<file path="src/include/host_port_defines.vh">
// constants for the host dma and interrupt port
`ifndef HOST_PORT_DEFINES_VH
`define HOST_PORT_DEFINES_VH

// ****************************************
// interrupt register field positions
// ****************************************
`define INT_ADAPTER_BIT     0
`define INT_PURPOSE_MSB     7
`define INT_RST_SYS_BIT     8

// ****************************************
// widths
// ****************************************
`define AD_WIDTH            16
`define BYTE_WIDTH          8
`define VECTOR_WIDTH        8

// ****************************************
// reset values of pin registers
// ****************************************
`define RST_DBE_N           1'h1
`define RST_OWNED_N         1'h1
`define RST_DIR             1'h1
`define RST_ALE             1'h0
`define RST_STROBE_N        1'h1
`define RST_REQ             1'h0
`define RST_IRQ             1'h0
`define RST_BYTE            8'h00
`define RST_WORD            16'h0000

// ****************************************
// timing counts in clock cycles
// ****************************************
`define SYNC_STAGES         2
`define GRANT_TO_REQ_EDGES  2

`endif

</file>
<file path="src/rtl/arb_sync.v">
// two-stage synchroniser clocked on the falling edge
`timescale 1ns/100ps

module arb_sync (
	input  wire clock,
	input  wire nrst,
	input  wire din,
	output wire dout
);

	reg         stage1_r;
	reg         stage2_r;

	// pins are sampled on falling edges; idle level of these active-low pins is high
	always @(negedge clock) begin
		if (!nrst) begin
			stage1_r <= 1'h1;
			stage2_r <= 1'h1;
		end else begin
			stage1_r <= din;
			stage2_r <= stage1_r;
		end
	end

	assign dout = stage2_r;

endmodule

</file>
<file path="src/rtl/system_interface_unit.v">
// host facing dma, arbitration and interrupt port of the adapter
`timescale 1ns/100ps
`include "host_port_defines.vh"

module system_interface_unit (
	input  wire        clock,
	input  wire        nrst,
	input  wire        address_strobe_mode,
	input  wire        dma_req,
	input  wire        dma_write,
	input  wire [1:0]  dma_byte_en,
	input  wire [7:0]  dma_addr_ext,
	input  wire [15:0] dma_addr,
	input  wire [15:0] dma_wdata,
	output reg  [15:0] dma_rdata,
	output reg         dma_done,
	input  wire        adapter_irq_set,
	input  wire        host_int_write,
	input  wire [15:0] host_int_wdata,
	input  wire        adapter_int_clear,
	output reg  [7:0]  adapter_int_bits,
	input  wire [7:0]  int_vector,
	input  wire        bus_grant_in_n,
	input  wire        bus_busy_in_n,
	output wire        hold_or_bus_request_out,
	output reg         bus_owned_n,
	output reg         low_address_latch_pulse,
	output reg         extended_address_latch_pulse,
	output reg         data_buffer_enable_n,
	output reg         transceiver_direction,
	output wire        host_interrupt_request,
	input  wire        interrupt_acknowledge_n,
	output reg         address_strobe_n,
	output reg         upper_data_strobe_n,
	output reg         lower_data_strobe_n,
	output reg         strobe_oe,
	output reg         read_not_write,
	output reg         read_not_write_oe,
	input  wire        transfer_acknowledge_in,
	output reg         transfer_acknowledge_out,
	output reg         transfer_acknowledge_oe,
	input  wire [7:0]  addr_data_high_byte_in,
	output reg  [7:0]  addr_data_high_byte_out,
	output reg         addr_data_high_byte_oe,
	input  wire [7:0]  addr_data_low_byte_in,
	output reg  [7:0]  addr_data_low_byte_out,
	output reg         addr_data_low_byte_oe,
	output reg         parity_high,
	output reg         parity_high_oe,
	output reg         parity_low,
	output reg         parity_low_oe
);

	// ****************************************
	// states
	// ****************************************
	localparam [3:0] ST_IDLE = 4'h0;
	localparam [3:0] ST_WAIT = 4'h1;
	localparam [3:0] ST_REQ  = 4'h2;
	localparam [3:0] ST_XAL  = 4'h3;
	localparam [3:0] ST_ALE  = 4'h4;
	localparam [3:0] ST_ASTB = 4'h5;
	localparam [3:0] ST_DSTB = 4'h6;
	localparam [3:0] ST_XFER = 4'h7;
	localparam [3:0] ST_DONE = 4'h8;

	// odd parity over one byte
	function odd_par;
		input [7:0] b;
		begin
			odd_par = ~(^b);
		end
	endfunction

	reg  [3:0]  state_r;
	reg         req_r;
	reg         irq_r;
	reg         iack_d_r;
	reg         iack_first_r;
	reg         vec_drive_r;
	reg         tack_s_r;
	wire        grant_s;
	wire        busy_s;
	wire        iack_fall;
	wire        bus_free;

	// ****************************************
	// arbitration input sampling
	// ****************************************
	arb_sync u_grant_sync (
		.clock (clock),
		.nrst  (nrst),
		.din   (bus_grant_in_n),
		.dout  (grant_s)
	);
	arb_sync u_busy_sync (
		.clock (clock),
		.nrst  (nrst),
		.din   (bus_busy_in_n),
		.dout  (busy_s)
	);

	// acknowledge is sampled on the falling edge like grant and busy, but through a single stage
	always @(negedge clock) begin
		if (!nrst) begin
			tack_s_r <= 1'h1;
		end else begin
			tack_s_r <= transfer_acknowledge_in;
		end
	end

	assign bus_free = !grant_s && busy_s;

	// ****************************************
	// request polarity follows bus mode
	// ****************************************
	// both internal levels reset to zero, so reset shows low or high per mode
	assign hold_or_bus_request_out = address_strobe_mode ? ~req_r : req_r;
	assign host_interrupt_request  = address_strobe_mode ? ~irq_r : irq_r;

	// ****************************************
	// interrupt state
	// ****************************************
	always @(posedge clock) begin
		if (!nrst) begin
			irq_r <= `RST_IRQ;
			adapter_int_bits <= `RST_BYTE;
		end else begin
			// set wins over a clearing write in the same cycle
			if (adapter_irq_set) begin
				irq_r <= 1'h1;
			end else if (host_int_write && !host_int_wdata[`INT_RST_SYS_BIT]) begin
				irq_r <= 1'h0;
			end
			// purpose bits only count when the adapter bit is written as one
			if (host_int_write && host_int_wdata[`INT_ADAPTER_BIT]) begin
				adapter_int_bits <= adapter_int_bits
					| host_int_wdata[`INT_PURPOSE_MSB:0];
			end else if (adapter_int_clear) begin
				adapter_int_bits <= `RST_BYTE;
			end
		end
	end

	// ****************************************
	// interrupt acknowledge
	// ****************************************
	assign iack_fall = iack_d_r && !interrupt_acknowledge_n;

	always @(posedge clock) begin
		if (!nrst) begin
			iack_d_r <= 1'h1;
			iack_first_r <= 1'h0;
			vec_drive_r <= 1'h0;
		end else begin
			iack_d_r <= interrupt_acknowledge_n;
			// no check of the request level and no select decode here
			if (iack_fall && !address_strobe_mode) begin
				iack_first_r <= !iack_first_r;
			end
			if (interrupt_acknowledge_n) begin
				vec_drive_r <= 1'h0;
			end else if (iack_fall) begin
				vec_drive_r <= address_strobe_mode || iack_first_r;
			end
		end
	end

	// ****************************************
	// dma sequencer
	// ****************************************
	always @(posedge clock) begin
		if (!nrst) begin
			state_r <= ST_IDLE;
			req_r <= `RST_REQ;
			bus_owned_n <= `RST_OWNED_N;
			low_address_latch_pulse <= `RST_ALE;
			extended_address_latch_pulse <= `RST_ALE;
			data_buffer_enable_n <= `RST_DBE_N;
			transceiver_direction <= `RST_DIR;
			address_strobe_n <= `RST_STROBE_N;
			upper_data_strobe_n <= `RST_STROBE_N;
			lower_data_strobe_n <= `RST_STROBE_N;
			strobe_oe <= 1'h0;
			read_not_write <= 1'h1;
			read_not_write_oe <= 1'h0;
			transfer_acknowledge_out <= 1'h1;
			transfer_acknowledge_oe <= 1'h0;
			addr_data_high_byte_out <= `RST_BYTE;
			addr_data_low_byte_out <= `RST_BYTE;
			addr_data_high_byte_oe <= 1'h0;
			addr_data_low_byte_oe <= 1'h0;
			parity_high <= 1'h1;
			parity_low <= 1'h1;
			parity_high_oe <= 1'h0;
			parity_low_oe <= 1'h0;
			dma_rdata <= `RST_WORD;
			dma_done <= 1'h0;
		end else begin
			dma_done <= 1'h0;
			low_address_latch_pulse <= 1'h0;
			extended_address_latch_pulse <= 1'h0;
			case (state_r)
			ST_IDLE: begin
				// outside dma the pins serve the acknowledge read
				transceiver_direction <= vec_drive_r;
				data_buffer_enable_n <= !vec_drive_r;
				addr_data_low_byte_out <= int_vector;
				addr_data_low_byte_oe <= vec_drive_r;
				parity_low <= odd_par(int_vector);
				parity_low_oe <= vec_drive_r;
				transfer_acknowledge_out <= !(vec_drive_r && address_strobe_mode);
				transfer_acknowledge_oe <= vec_drive_r;
				if (dma_req && grant_s && !vec_drive_r) begin
					state_r <= ST_WAIT;
				end
			end
			ST_WAIT: begin
				// second rising edge since grant was seen high
				req_r <= 1'h1;
				state_r <= ST_REQ;
			end
			ST_REQ: begin
				if (bus_free) begin
					bus_owned_n <= 1'h0;
					req_r <= 1'h0;
					strobe_oe <= 1'h1;
					read_not_write_oe <= 1'h1;
					data_buffer_enable_n <= 1'h1;
					transceiver_direction <= 1'h0;
					addr_data_low_byte_out <= dma_addr_ext;
					addr_data_low_byte_oe <= 1'h1;
					parity_low <= odd_par(dma_addr_ext);
					parity_low_oe <= 1'h1;
					extended_address_latch_pulse <= 1'h1;
					state_r <= ST_XAL;
				end
			end
			ST_XAL: begin
				addr_data_high_byte_out <= dma_addr[15:8];
				addr_data_low_byte_out <= dma_addr[7:0];
				addr_data_high_byte_oe <= 1'h1;
				parity_high <= odd_par(dma_addr[15:8]);
				parity_low <= odd_par(dma_addr[7:0]);
				parity_high_oe <= 1'h1;
				low_address_latch_pulse <= 1'h1;
				state_r <= ST_ALE;
			end
			ST_ALE: begin
				// address already stands in the latch before the strobe falls
				address_strobe_n <= 1'h0;
				read_not_write <= !dma_write;
				if (dma_write) begin
					transceiver_direction <= 1'h1;
					data_buffer_enable_n <= 1'h0;
					addr_data_high_byte_out <= dma_wdata[15:8];
					addr_data_low_byte_out <= dma_wdata[7:0];
					parity_high <= odd_par(dma_wdata[15:8]);
					parity_low <= odd_par(dma_wdata[7:0]);
					addr_data_high_byte_oe <= dma_byte_en[1];
					addr_data_low_byte_oe <= dma_byte_en[0];
					parity_high_oe <= dma_byte_en[1];
					parity_low_oe <= dma_byte_en[0];
				end else begin
					upper_data_strobe_n <= !dma_byte_en[1];
					lower_data_strobe_n <= !dma_byte_en[0];
					addr_data_high_byte_oe <= 1'h0;
					addr_data_low_byte_oe <= 1'h0;
					parity_high_oe <= 1'h0;
					parity_low_oe <= 1'h0;
				end
				state_r <= ST_ASTB;
			end
			ST_ASTB: begin
				if (dma_write) begin
					upper_data_strobe_n <= !dma_byte_en[1];
					lower_data_strobe_n <= !dma_byte_en[0];
				end else begin
					data_buffer_enable_n <= 1'h0;
				end
				state_r <= ST_DSTB;
			end
			ST_DSTB: begin
				if (!tack_s_r) begin
					if (!dma_write) begin
						dma_rdata <= {addr_data_high_byte_in, addr_data_low_byte_in};
					end
					state_r <= ST_XFER;
				end
			end
			ST_XFER: begin
				address_strobe_n <= 1'h1;
				upper_data_strobe_n <= 1'h1;
				lower_data_strobe_n <= 1'h1;
				data_buffer_enable_n <= 1'h1;
				state_r <= ST_DONE;
			end
			ST_DONE: begin
				// give the bus back and return to idle pin levels
				bus_owned_n <= 1'h1;
				strobe_oe <= 1'h0;
				read_not_write <= 1'h1;
				read_not_write_oe <= 1'h0;
				transceiver_direction <= 1'h0;
				addr_data_high_byte_oe <= 1'h0;
				addr_data_low_byte_oe <= 1'h0;
				parity_high_oe <= 1'h0;
				parity_low_oe <= 1'h0;
				dma_done <= 1'h1;
				state_r <= ST_IDLE;
			end
			default: begin
				state_r <= ST_IDLE;
			end
			endcase
		end
	end

endmodule
</file>
<file path="config.mk">
export PLATFORM = sky130hd
export DESIGN_NAME = system_interface_unit
export DESIGN_NICKNAME = d
export VERILOG_FILES = /design/src/rtl/arb_sync.v /design/src/rtl/system_interface_unit.v
export VERILOG_INCLUDE_DIRS = /design/src /design/src/include
export SDC_FILE = /design/constraint.sdc
export NUM_CORES = 1
export LEC_CHECK = 0
export BUFFER_PORTS_ARGS = -buffer_cell sky130_fd_sc_hd__buf_2
export CAP_MARGIN = 25
export CORE_MARGIN = 10
export CORE_UTILIZATION = 42
export DETAILED_ROUTE_END_ITERATION = 8
export PLACE_DENSITY_LB_ADDON = 0.12
export SLEW_MARGIN = 20
export SYNTH_ARGS = -nofsm -noshare
export SYNTH_HDL_FRONTEND = slang
export SYNTH_HIERARCHICAL = 1
export SYNTH_SLANG_ARGS = --single-unit
export TNS_END_PERCENT = 20
</file>
<file path="constraint.sdc">
create_clock -name clock -period 1.5 [get_ports clock]
set_input_delay 0.225 -clock clock [delete_from_list [all_inputs] [get_ports clock]]
set_output_delay 0.225 -clock clock [all_outputs]
set_load 0.1 [all_outputs]
</file>
==> impl_metrics.ini <==
[synthesis]
yosysSeqAreaShare = 0.415
flop_and_latch_count_out_of_synthesis = 71
synth_fa_ha_area_frac = 0
async_reset_ff_frac = 0
xor_and_xnor_fraction_of_the_mapped_netlist_area = 0.118
netlist_instances = 411
synth_most_common_cell = sky130_fd_sc_hd__nand2_1
synth_top_cell_area_share = 0.415
synthTopCellsByArea = sky130_fd_sc_hd__dfxtp_1 42%, sky130_fd_sc_hd__xnor2_1 11%, sky130_fd_sc_hd__nand2_1 8.7%, sky130_fd_sc_hd__a21oi_1 4.4%, sky130_fd_sc_hd__nor2_1 3.9%
synth-compound-area-share = 0.175
mappedNetlistArea_sq_mm = 0.00342
synth-warning-count = 6
synthMuxAreaShare = 0.00878
main_combinational_cell_family_by_area_after_synthesis = simple AND/OR/NAND/NOR gates
synthesis.nets = 505
synth_simple_gate_area_frac = 0.217
post_synth_most_frequent_cells = 79 x sky130_fd_sc_hd__nand2_1, 71 x sky130_fd_sc_hd__dfxtp_1, 42 x sky130_fd_sc_hd__xnor2_1
synthesis.area_per_instance_sq_um = 8.33
ys_dominant_reg_cell = sky130_fd_sc_hd__dfxtp_1
top_cell_type_by_total_area_after_synthesis = sky130_fd_sc_hd__dfxtp_1
yosysUniqueCellTypes = 43
synth-edff-count = 0

[global_routing]
globalRoute.totalOverflow = 0
grt_max_degree = 25
grt_first_pass_wirelength_um = 15800
grt_use_total = 0.162
antenna_violations_before_repair = 1
grt_pass1_vias = 3469

[placed_design]
detailedPlacementHpwl_um = 8030
io_buffer_count = 148
placedCellCount = 673
gpl.final_weighted_congestion = 0.842
dpl_cell_area_sq_mm = 0.00451

[final_layout]
postLayoutCellArea_sq_mm = 0.00477
fillCellCount = 717
final-instance-count-excl-fill = 691
post_route_utilization = 0.611
antenna_cells = 0
flip_flop_and_latch_area_sq_mm = 0.00143
final_layout_size_suffix_gt1_frac = 0.387
num-nets-final = 678
multiInputGateArea_sq_mm = 0.00182
layout-area-overhead-vs-synth_pct = 39.3

[floorplanning]
die_area_sq_mm = 0.0122
floorplan.rows = 32
core_area_sq_mm = 0.00781
floorplan.die.width_um = 110
start_util = 0.438
io-pin-count = 156
vertical_extent_of_the_die_um = 110

[power_and_ir_drop]
power_density_mw_per_mm2 = 1330
fin_total_pwr_w = 0.00636
power.leakage_nw = 2.13
irDropWorstVdd_mv = 0.786

[route]
routed_wire_length_per_instance_um = 14.8
drt.antenna.violating_nets = 0
via_count = 3423
first_pass_iteration_count_of_the_detailed_router = 5
avgViaCountPerCell = 4.95
drt-total-wl_um = 10200
drtIter0Drc = 141
drcViolationCount = 0

[sta]
worst_slack_ps = -545
final_hold_viol_count = 0
count_of_final_max_slew_check_failures = 0
timing.clock.skew_ps = 46.3
setup_viol = 34
setup_repair_after_global_routing_missed_its_margin = yes
timing.slew.headroom = 0.648
worst-slew-pin-transition_ps = 531

[job]
cap_viol_max_count = 0

[worst_setup_path]
critical_path_required_ps = 1720
setup_crit_end_kind = flop
crit_path_max_fanout = 4
timing.critical_path.from_type = flop
criticalPathCategory = flop to flop
peak_per_stage_delay_on_the_critical_path_ps = 360
critical_path_s_slowest_cell = sky130_fd_sc_hd__or3b_1
crit_chain = or3b_1, a21oi_2, nor2_1, o21ai_1, o311ai_1
timing.critical_path.from = u_grant_sync/dout
cp_data_arrival_time_ps = 2260
reg2reg_setup_slack_ps = -540
rr_startpoint = u_grant_sync/dout

[run_status]
run_status = finished, violations left
violations_in_the_final_reports = setup timing

[cts]
cts.root.buffer_cell = sky130_fd_sc_hd__clkbuf_8
longest_clk_path_bufs = 2
insertion_delay_ps = 380
cts_made_buffers = 9
clock_sinks = 71
tritoncts = built
post_cts_clock_slew_at_the_launch_and_capture_registers_of_the_worst_setup_and_hold_paths_ps = 80
ctsHtreeMaxLevel = 3
postCtsSetupRepairBufs = 0

[worst_hold_path]
timing.hold.worst.start = adapter_irq_set
hold_class = primary input to flop
## metal layers
layer,up-vias,wire [um],track usage
met5,-,7,0
met4,2,35,0.0468
met3,4,1090,0.0725
met2,117,4800,0.271
met1,1551,4300,0.181
li1,1749,-,-
## through the flow
| step | hold WS [ps] | worst slack, ps | setup TNS [ps] |
|---|---|---|---|
| finish | 93.3 | -545 | -13830 |
| detailed placement | 404 | -606 | -16490 |
| global placement | 401 | -569 | -15620 |
| CTS | 88.4 | -541 | -13970 |
| global route | 98.1 | -639 | -16390 |
| floorplan | 321 | -550 | -15600 |
## cell type report
type                    instances  share of cell area
well taps                     102              0.0268
clock buffers                  11              0.0297
flip-flops and latches         71               0.300
multi-input cells             300               0.382
repair buffers                191               0.241
inverters                       6             0.00472
clock inverters                10              0.0160
## where the power goes
group	switching, W	leakage (nW)	internal, W	total (W)
clock network	0.000768	0.118	0.000829	0.00160
logic	0.00180	1.43	0.000791	0.00260
registers	0.000114	0.580	0.00206	0.00217
total	0.00269	2.12	0.00368	0.00636
## final timing paths
| check | to | cells past startpoint |
|---|---|---|
| worst min register to register | u_busy_sync/dout | 1 |
| worst min-delay path | irq_r | 3 |
| worst max register to register | transceiver_direction | 5 |
| worst max-delay path | transceiver_direction | 5 |
## critical path: cells and delay by family, from the launching register on
kind	cells	cell delay [ps]
simple gates	2	430
compound gates	3	370
flops	1	330
## cell usage in the layout, fill, tap and decap left out, types with 2 or more instances in the layout
cell and n:
sky130_fd_sc_hd__a21oi_2 3, sky130_fd_sc_hd__buf_12 6, sky130_fd_sc_hd__xnor2_1 42, sky130_fd_sc_hd__clkbuf_8 10
sky130_fd_sc_hd__dfxtp_2 5, sky130_fd_sc_hd__a31oi_1 10, sky130_fd_sc_hd__nor2_1 36, sky130_fd_sc_hd__o21ai_2 2
sky130_fd_sc_hd__nor3_1 4, sky130_fd_sc_hd__inv_1 11, sky130_fd_sc_hd__o21ai_0 10, sky130_fd_sc_hd__mux2i_1 3
sky130_fd_sc_hd__a22oi_1 4, sky130_fd_sc_hd__nand2_1 79, sky130_fd_sc_hd__clkinvlp_4 3, sky130_fd_sc_hd__buf_4 38
sky130_fd_sc_hd__a21oi_1 27, sky130_fd_sc_hd__a211oi_1 2, sky130_fd_sc_hd__o21ai_1 9, sky130_fd_sc_hd__nor4_4 2
sky130_fd_sc_hd__o221ai_1 2, sky130_fd_sc_hd__xor2_1 4, sky130_fd_sc_hd__dfxtp_1 65, sky130_fd_sc_hd__a311oi_1 8
sky130_fd_sc_hd__nand2b_1 12, sky130_fd_sc_hd__buf_2 146, sky130_fd_sc_hd__a222oi_1 8, sky130_fd_sc_hd__nand3_1 11
sky130_fd_sc_hd__nand2b_4 2
## cell families after synthesis
group / Yosys count
compound gates: 93
xor+xnor: 46
buf+inv: 40
flops: 71
mux: 3
simple gates: 158
## flip-flops by register name, indices dropped and copies added (netlist names), 4 cells and up
signal,count
adapter_int_bits,8
addr_data_high_byte_out,8
addr_data_low_byte_out,8
dma_rdata,16
state_r,4
## what timing repair did
item | CTS | global route
hold buffers | 0 | 0
pin swaps | 24 | 7
setup endpoints to repair | 47 | 47
resized for setup | 19 | 5
No activity file was read; power rests on OpenSTA's default activity.
